## src/hdl/bpc_consts.svh

```systemverilog
// Constants for the bridge port configuration header front block
`ifndef BPC_CONSTS_SVH
`define BPC_CONSTS_SVH
`define BPC_NUM_PORTS       3
`define BPC_OFF_MAKER_ID    12'h000
`define BPC_OFF_PART_ID     12'h002
`define BPC_OFF_COMMAND     12'h004
`define BPC_OFF_STATUS      12'h006
`define BPC_CMD_IO_EN       0
`define BPC_CMD_MEM_EN      1
`define BPC_CMD_FWD_EN      2
`define BPC_CMD_POISON_EN   6
`define BPC_CMD_FATAL_EN    8
`define BPC_CMD_IRQ_DIS     10
`define BPC_CMD_RW_MASK     16'h0547
`define BPC_CMD_RESET       16'h0000
`define BPC_STS_MDPE        8
`define BPC_STS_SSE         14
`define BPC_STS_RESET       16'h0000
`endif

```

## src/hdl/bpc_pkg.sv

```systemverilog
// Types for the bridge port configuration header front block
package bpc_pkg;
   typedef enum logic [1:0] {
      BPC_TLP_MEM   = 2'b00,
      BPC_TLP_IO    = 2'b01,
      BPC_TLP_CPL   = 2'b10,
      BPC_TLP_OTHER = 2'b11
   } bpc_tlp_kind_t;
endpackage : bpc_pkg

```

## src/hdl/bpc_header_front.sv

```systemverilog
// Three-port configuration header front: identification and command
//
// Contract
// - Three ports, each with independent register copies
// - Offset zero returns fixed read-only maker word
// - Offset two returns fixed read-only part word
// - Bit 0 gates I/O window decode
// - Bit 1 gates memory and prefetch decode
// - Bit 2 gates upstream memory/IO request forwarding
// - Forwarding off: non-posted gets Unsupported Request
// - Completions and other requests always pass
// - Bit 6 lets poison set parity flag
// - Bit 6 clear: parity flag never set
// - Bit 8 or device-control enables report errors
// - Bit 10 suppresses own legacy interrupts
// - Unused command bits read zero, read-only
// - Status bit 8 parity flag, write-one clear
// - Status bit 14 error-sent flag, write-one clear
`timescale 1ns/1ps
`include "bpc_consts.svh"

// ****************************************************************
// Ports and parameters
// ****************************************************************
module bpc_header_front
   import bpc_pkg::*;
#(
   parameter int          NPORTS   = `BPC_NUM_PORTS,
   parameter logic [15:0] MAKER_ID = 16'h5a5a, // Arbitrary value
   parameter logic [15:0] PART_ID  = 16'ha5a5  // Arbitrary value
) (
   // Clock and reset
   input  wire logic                clk,
   input  wire logic                resetn,
   // Configuration access, one dword, port selected by cfg_port
   input  wire logic                cfg_wr,
   input  wire logic                cfg_rd,
   input  wire logic [1:0]          cfg_port,
   input  wire logic [11:0]         cfg_addr,
   input  wire logic [3:0]          cfg_be,
   input  wire logic [31:0]         cfg_wdata,
   output logic      [31:0]         cfg_rdata,
   output logic                     cfg_rvalid,
   // Primary-side decode hits per port
   input  wire logic [NPORTS-1:0]   io_win_hit,
   input  wire logic [NPORTS-1:0]   mem_win_hit,
   output logic      [NPORTS-1:0]   io_claim,
   output logic      [NPORTS-1:0]   mem_claim,
   // Requests from below, per port
   input  wire logic [NPORTS-1:0]   req_valid,
   input  wire logic [2*NPORTS-1:0] req_kind,
   input  wire logic [NPORTS-1:0]   req_nonposted,
   output logic      [NPORTS-1:0]   req_forward,
   output logic      [NPORTS-1:0]   req_ur,
   // Errors and interrupts per port
   input  wire logic [NPORTS-1:0]   poison_rx,
   input  wire logic [NPORTS-1:0]   err_detect,
   input  wire logic [NPORTS-1:0]   devctl_err_en,
   input  wire logic [NPORTS-1:0]   irq_req,
   output logic      [NPORTS-1:0]   err_msg_send,
   output logic      [NPORTS-1:0]   legacy_irq
);

   // ****************************************************************
   // Per-port wiring
   // ****************************************************************
   logic [31:0]       rd_port [NPORTS];
   logic [15:0]       cmd     [NPORTS];
   logic [NPORTS-1:0] port_sel;
   logic [NPORTS-1:0] port_wr;
   logic [31:0]       rd_mux;

   // ****************************************************************
   // Request decode helpers
   // ****************************************************************
   // Only memory and I/O requests are gated by the enable
   function automatic logic gated_kind(
      input logic [1:0] k
   );
      gated_kind = (k == BPC_TLP_MEM) || (k == BPC_TLP_IO);
   endfunction : gated_kind

   // Completions and non-mem/io requests bypass the enable
   function automatic logic may_forward(
      input logic       valid,
      input logic [1:0] k,
      input logic       fwd_en
   );
      may_forward = valid && (!gated_kind(k) || fwd_en);
   endfunction : may_forward

   // Posted writes are dropped silently; only non-posted get UR
   function automatic logic owes_ur(
      input logic       valid,
      input logic [1:0] k,
      input logic       nonposted,
      input logic       fwd_en
   );
      owes_ur = valid && gated_kind(k) && nonposted && !fwd_en;
   endfunction : owes_ur

   // Either enable lets a detected error go out as a message
   function automatic logic may_report(
      input logic detect,
      input logic cmd_en,
      input logic devctl_en
   );
      may_report = detect && (cmd_en || devctl_en);
   endfunction : may_report

   // A window hit is claimed only while its space is enabled
   function automatic logic may_claim(
      input logic hit,
      input logic space_en
   );
      may_claim = hit && space_en;
   endfunction : may_claim

   // The disable silences only interrupts raised by this port
   function automatic logic may_interrupt(
      input logic request,
      input logic disable_bit
   );
      may_interrupt = request && !disable_bit;
   endfunction : may_interrupt

   // ****************************************************************
   // Configuration port select
   // ****************************************************************
   // Port code 3 selects nothing, so its writes vanish and reads give 0
   always_comb begin
      port_sel = '0;
      for (int q = 0; q < NPORTS; q++) begin
         if (cfg_port == 2'(q))
            port_sel[q] = 1'b1;
      end
   end

   assign port_wr = port_sel & {NPORTS{cfg_wr}};

   // A one-hot mux avoids indexing past the last port
   always_comb begin
      rd_mux = 32'h0000_0000;
      for (int q = 0; q < NPORTS; q++) begin
         if (port_sel[q])
            rd_mux = rd_port[q];
      end
   end

   // ****************************************************************
   // Per-port registers and gating
   // ****************************************************************
   // Independent copy per port
   for (genvar p = 0; p < NPORTS; p++) begin : g_port
      logic [1:0] kind;

      bpc_port_regs #(
         .MAKER_ID (MAKER_ID),
         .PART_ID  (PART_ID)
      ) u_regs (
         .clk          (clk),
         .resetn       (resetn),
         .cfg_wr       (port_wr[p]),
         .cfg_addr     (cfg_addr),
         .cfg_be       (cfg_be),
         .cfg_wdata    (cfg_wdata),
         .cfg_rdata    (rd_port[p]),
         .poison_rx    (poison_rx[p]),
         .err_msg_sent (err_msg_send[p]),
         .command      (cmd[p])
      );

      assign kind = req_kind[2*p +: 2];

      // Primary-side window claims
      assign io_claim[p]  = may_claim(io_win_hit[p],
                                      cmd[p][`BPC_CMD_IO_EN]);
      assign mem_claim[p] = may_claim(mem_win_hit[p],
                                      cmd[p][`BPC_CMD_MEM_EN]);

      // Requests from below
      assign req_forward[p] = may_forward(req_valid[p], kind,
                                          cmd[p][`BPC_CMD_FWD_EN]);
      assign req_ur[p] = owes_ur(req_valid[p], kind, req_nonposted[p],
                                 cmd[p][`BPC_CMD_FWD_EN]);

      // Error messages and legacy interrupts
      assign err_msg_send[p] = may_report(err_detect[p],
                                          cmd[p][`BPC_CMD_FATAL_EN],
                                          devctl_err_en[p]);
      assign legacy_irq[p] = may_interrupt(irq_req[p],
                                           cmd[p][`BPC_CMD_IRQ_DIS]);
   end

   // ****************************************************************
   // Read return
   // ****************************************************************
   // Read answer one cycle after the request, from a flip-flop
   always_ff @(posedge clk or negedge resetn) begin
      if (!resetn)
         cfg_rvalid <= 1'b0;
      else
         cfg_rvalid <= cfg_rd;
   end

   // Data falls back to zero so a stale word never lingers on the bus
   always_ff @(posedge clk or negedge resetn) begin
      if (!resetn)
         cfg_rdata <= 32'h0000_0000;
      else if (cfg_rd)
         cfg_rdata <= rd_mux;
      else
         cfg_rdata <= 32'h0000_0000;
   end
endmodule : bpc_header_front

```

## src/hdl/bpc_port_regs.sv

```systemverilog
// One port's identification, command and status registers
`timescale 1ns/1ps
`include "bpc_consts.svh"
module bpc_port_regs
   import bpc_pkg::*;
#(
   parameter logic [15:0] MAKER_ID = 16'h5a5a, // Arbitrary value
   parameter logic [15:0] PART_ID  = 16'ha5a5  // Arbitrary value
) (
   // Clock and reset
   input  wire logic        clk,
   input  wire logic        resetn,
   // Configuration access
   input  wire logic        cfg_wr,
   input  wire logic [11:0] cfg_addr,
   input  wire logic [3:0]  cfg_be,
   input  wire logic [31:0] cfg_wdata,
   output logic      [31:0] cfg_rdata,
   // Status events
   input  wire logic        poison_rx,
   input  wire logic        err_msg_sent,
   // Command
   output logic      [15:0] command
);
   logic [15:0] cmd_reg;
   logic [15:0] sts_reg;
   logic        dw0;
   logic        dw1;
   logic [15:0] mask;
   logic [15:0] w1c;

   assign dw0 = (cfg_addr[11:2] == 10'(`BPC_OFF_MAKER_ID >> 2));
   assign dw1 = (cfg_addr[11:2] == 10'(`BPC_OFF_COMMAND >> 2));
   assign mask = {{8{cfg_be[1]}}, {8{cfg_be[0]}}};
   assign w1c = (cfg_wr && dw1) ? (cfg_wdata[31:16] &
                {{8{cfg_be[3]}}, {8{cfg_be[2]}}}) : 16'h0000;

   // Only writable bits move, only in enabled lanes
   always_ff @(posedge clk or negedge resetn) begin
      if (!resetn)
         cmd_reg <= `BPC_CMD_RESET;
      else if (cfg_wr && dw1)
         cmd_reg <= (cmd_reg & ~(mask & `BPC_CMD_RW_MASK)) |
                    (cfg_wdata[15:0] & mask & `BPC_CMD_RW_MASK);
   end

   // Set wins over a write-one clear in the same cycle
   always_ff @(posedge clk or negedge resetn) begin
      if (!resetn)
         sts_reg <= `BPC_STS_RESET;
      else begin
         sts_reg[`BPC_STS_MDPE] <= (poison_rx &&
            cmd_reg[`BPC_CMD_POISON_EN]) ||
            (sts_reg[`BPC_STS_MDPE] && !w1c[`BPC_STS_MDPE]);
         sts_reg[`BPC_STS_SSE] <= (err_msg_sent &&
            cmd_reg[`BPC_CMD_FATAL_EN]) ||
            (sts_reg[`BPC_STS_SSE] && !w1c[`BPC_STS_SSE]);
      end
   end

   // Identification words are constants; writes have no path to them
   always_comb begin
      if (dw0)
         cfg_rdata = {PART_ID, MAKER_ID};
      else if (dw1)
         cfg_rdata = {sts_reg & 16'h4100, cmd_reg & `BPC_CMD_RW_MASK};
      else
         cfg_rdata = 32'h0000_0000;
   end

   assign command = cmd_reg;
endmodule : bpc_port_regs

```

## config.mk

```make
export PLATFORM = sky130hd
export DESIGN_NAME = bpc_header_front
export DESIGN_NICKNAME = d
export VERILOG_FILES = /design/src/hdl/bpc_pkg.sv /design/src/hdl/bpc_header_front.sv /design/src/hdl/bpc_port_regs.sv
export VERILOG_INCLUDE_DIRS = /design/src /design/src/hdl
export SDC_FILE = /design/constraint.sdc
export NUM_CORES = 1
export LEC_CHECK = 0
export BUFFER_PORTS_ARGS = -buffer_cell sky130_fd_sc_hd__buf_2
export CAP_MARGIN = 20
export CORE_MARGIN = 2
export CORE_UTILIZATION = 35
export DETAILED_ROUTE_END_ITERATION = 8
export GPL_TIMING_DRIVEN = 0
export PLACE_DENSITY = 0.64
export SETUP_SLACK_MARGIN = 0.3
export SLEW_MARGIN = 40
export SYNTH_ARGS = -nofsm -noshare
export SYNTH_HDL_FRONTEND = slang
export SYNTH_HIERARCHICAL = 1
export SYNTH_SLANG_ARGS = --single-unit
```

## constraint.sdc

```tcl
create_clock -name clk -period 3.09 [get_ports clk]
set_input_delay 0.1545 -clock clk [delete_from_list [all_inputs] [get_ports clk]]
set_output_delay 0.1545 -clock clk [all_outputs]
set_load 0.02 [all_outputs]
```

**Word-level counts from Yosys, hierarchy flattened**

Cells that the tools add are included.

- Bits in registers: 87
- Bits of input ports: 84
- Logic and storage cells: 117

- Eq/ne operators: 6
- Muxes and demuxes: 16
- Bitwise operators: 10
- Reductions and logical operators: 74

Operators with widths:

| kind | number |
|---|---|
| 2-to-1 mux 32 bit | 7 |
| 2-to-1 mux 31 bit | 3 |
| bitwise AND 16 bit | 3 |
| OR 16 x 11 -> 16 bit | 3 |
| 2-to-1 mux 15 bit | 3 |
| logical AND 1 bit | 39 |
| inverter 11 -> 16 bit | 1 |
| bitwise AND 15 bit | 1 |
| zero test 1 bit | 15 |
| logical OR 1 bit | 15 |
| bitwise AND 11 bit | 1 |
| equality test 10 x 1 -> 1 bit, second input constant | 1 |
| zero test 10 bit | 1 |
| equality test 2 x 1 -> 1 bit, second input constant | 4 |
| zero test 2 bit | 4 |
| bitwise AND 3 bit | 1 |
| 2-to-1 mux 1 bit | 3 |
| equality test 2 bit, second input constant | 1 |

**Depth between registers and ports, before layout**

- Word-level depth: 8
- Mapped depth: 8

**Hierarchy**

The synthesis kept the hierarchy.

Modules (own cells, without submodules):

| module | times used | cells each | area an instance (µm²) |
|---|---|---|---|
| bpc_port_regs | 3 | 80 | 721.9 |
| bpc_header_front | 1 | 202 | 2013.2 |

**Worst setup path before layout**

Ideal clock, no wire load.

- Path type: input -> register
- Start point: input port cfg_addr[7]
- End point: register cfg_rdata[26]
- Library setup time: 66 ps
- Data arrival time: 2231 ps
- Slack: 793 ps
- Stages on the path: 8
- Cells stage by stage: or4_1 -> buf_2 -> or3_2 -> nor2_1 -> buf_4 -> mux2i_1 -> o21ai_1 -> and2_1

RTL lines:

| item | RTL line | text |
|---|---|---|
| from (decl) | bpc_header_front.sv:39 | `input wire logic [11:0] cfg_addr,` |
| to (signal assigned) | bpc_header_front.sv:211 | `cfg_rdata <= rd_mux;` |
| to (decl) | bpc_header_front.sv:42 | `output logic [31:0] cfg_rdata,` |

==> results by group <==
Power
  • Clock Power Share: 50.1%
  • Internal: 1.58 mW
  • Switch Pwr: 460 uW
  • Cell Pwr Density: 400 mW/mm^2
  • Reg power frac: 37.4%
  • Worst vdd ir: 0.226 mV
  • Combinational share of power: 12.5%
  • Sw frac: 22.6%
  • Leakage Power: 2.70 nW

Global route
  • Largest net degree at the start of global routing: 58
  • Congestion Overflow GR: 0
  • Antenna violations before repair: 0
  • Vias in the first global route: 3122
  • Total GRT Usage: 15.8%
  • First-pass GRT wire length: 14.9 mm

Timing
  • Hold WS: 0.0154 ns
  • Rel. slew slack: 54.5%
  • Hold Violations, Final: 0
  • Max Fclk: 440 MHz
  • RSZ-0062 raised after global routing: no
  • Final clock period utilization by the worst path: 73.6%
  • Max-slew violations: 0
  • Setup Total Neg Slack: 0 ns
  • # setup viols final: 0
  • Fin crit period: 2.27 ns
  • Worst Tran Pin Value: 0.682 ns
  • Setup Skew: 0.00437 ns

Critical path
  • Most used cell, CP: buf_2
  • CP arrival: 2.52 ns
  • Critical path buffers and inverters: 3
  • Slowest stage delay, CP: 0.52 ns
  • CP delay by family, top: simple AND/OR/NAND/NOR gates
  • Beginning of the critical path: cfg_addr[7]
  • Reg2Reg Setup Slack: 1.96 ns
  • CP required: 3.34 ns
  • Critical path cell sequence: buf_2, or4_1, buf_2, or3_2, nor2_2, buf_4, mux2i_1, o21ai_1, and2_1
  • Worst-path fanout max: 13
  • Setup crit end kind: flip-flop
  • Critical Path Source Type: input port
  • Worst Setup Path Type: input port to flip-flop
  • Worst path slowest cell: or3_2

Yosys
  • Cells after Synth: 412
  • Synth Cell Area: 0.00395 mm^2
  • Synth warn: 6
  • Syn_area_per_cell: 9.60 um^2

Detailed routing
  • First-pass detailed-route iteration total: 4
  • DRC viols: 0
  • Routed WL per cell: 13.1 um
  • DR vias: 3233
  • Vias per inst: 4.62
  • Final ANT Viol Nets: 0
  • Routed Wire Length: 9.18 mm
  • DR iter-0 viols: 117

Job
  • Max_cap viols: 0

Floorplanning
  • FP Rows: 38
  • I/O pin count: 135
  • Die H: 110 um
  • Die Area: 0.0122 mm^2
  • Die X: 110 um
  • Starting Density: 36.2%
  • Core Region: 0.0109 mm^2

Final layout
  • Layout cells sized above 1: 42.3%
  • # nets final: 640
  • Area Growth Syn to Fin: 28.7%
  • Inserted Diodes: 0

Clocking
  • Root buffer cell: clkbuf_16
  • Clk_lat worst skew: 0.32 ns
  • Clock tree from TritonCTS: done
  • Post-CTS Setup Inserts: 0
  • H-tree depth: 3
  • TritonCTS Buffers: 9
  • Clk sinks: 57
  • Clock Path Buffers: 2
  • Worst-path clk slew: 0.05 ns

Hold path
  • Worst min path class: input port to flip-flop
  • Hold Startpoint: cfg_rd

Placed design
  • Placer Congestion: 0.834
  • DP HPWL: 7.15 mm
  • IO Port Bufs: 102

Status
  • Status: completed
==> power groups by stage <==
| stage | registers [mW] | logic (mW) | clock network, mW |
|---|---|---|---|
| after floorplan | 0.786 | 0.143 | 0 |
| after global placement | 0.773 | 0.246 | 0 |
| after detailed placement | 0.773 | 0.250 | 0 |
| after CTS | 0.761 | 0.251 | 1.04 |
| after global routing | 0.762 | 0.282 | 1.08 |
| final | 0.761 | 0.254 | 1.02 |
==> per-stage QoR <==
step           instances  utilization [%]  worst slack [ns]  cell area [um^2]  power (mW)
6_report             700             46.5             0.817              5090        2.04
5_1_grt              700             46.5             0.667              5090        2.12
4_1_cts              700             46.5             0.807              5090        2.05
3_5_place_dp         684             43.5             0.482              4760        1.02
3_3_place_gp         684             43.5             0.260              4750        1.02
2_1_floorplan        442                -             0.793              4070       0.930
==> final timing paths <==
check                                                         end  depth (start not counted)
max                                       cfg_rdata[31]$_DFF_PN0_                          9
min                                          cfg_rvalid$_DFF_PN0_                          1
max reg2reg                                cfg_rdata[2]$_DFF_PN0_                          4
max in group asynchronous  g_port[1].u_regs/sts_reg[14]$_DFF_PN0_                          2
min reg2reg                g_port[2].u_regs/sts_reg[14]$_DFF_PN0_                          1
min in group asynchronous                 cfg_rdata[20]$_DFF_PN0_                          2
==> layer usage <==
metal / track usage [%] / share of wire, % / vias to the layer above / wire length (um)
li1: - / - / 1616 / -
met1: 21.4 / 45 / 1491 / 4150
met2: 25.9 / 46 / 118 / 4250
met3: 3.88 / 7.7 / 8 / 707
met4: 3.13 / 0.74 / 0 / 68
met5: 0 / 0 / - / 0
==> cell usage in the layout (no fill, tap or decap), types with 4 or more instances in the layout <==
cell	count
a21oi_1	9
and2_1	38
and3_1	15
buf_2	112
buf_4	74
clkbuf_1	9
clkbuf_16	9
clkbuf_8	4
conb_1	33
dfrtp_1	57
inv_1	9
mux2_2	18
mux2i_1	32
nand2_1	6
nand3_1	6
nand3b_1	32
nand4_1	6
nor3_1	6
o21a_1	6
o21ai_1	32
or4_1	6
==> repair_timing <==
action	CTS	global route
gates resized for setup	0	0
hold buffers	1	0
hold endpoints to repair	57	0
==> layout make-up <==
cell class                 instances  area [um^2]
clock inverter                     2         35.0
fill                            1068         5850
clock buffer                      13          280
inverter                           9         33.8
buffer                            98          696
multi-input combinational        278         1920
timing repair buffer             103          523
tap                              140          175
sequential                        57         1430
No activity file was read; power rests on OpenSTA's default activity.
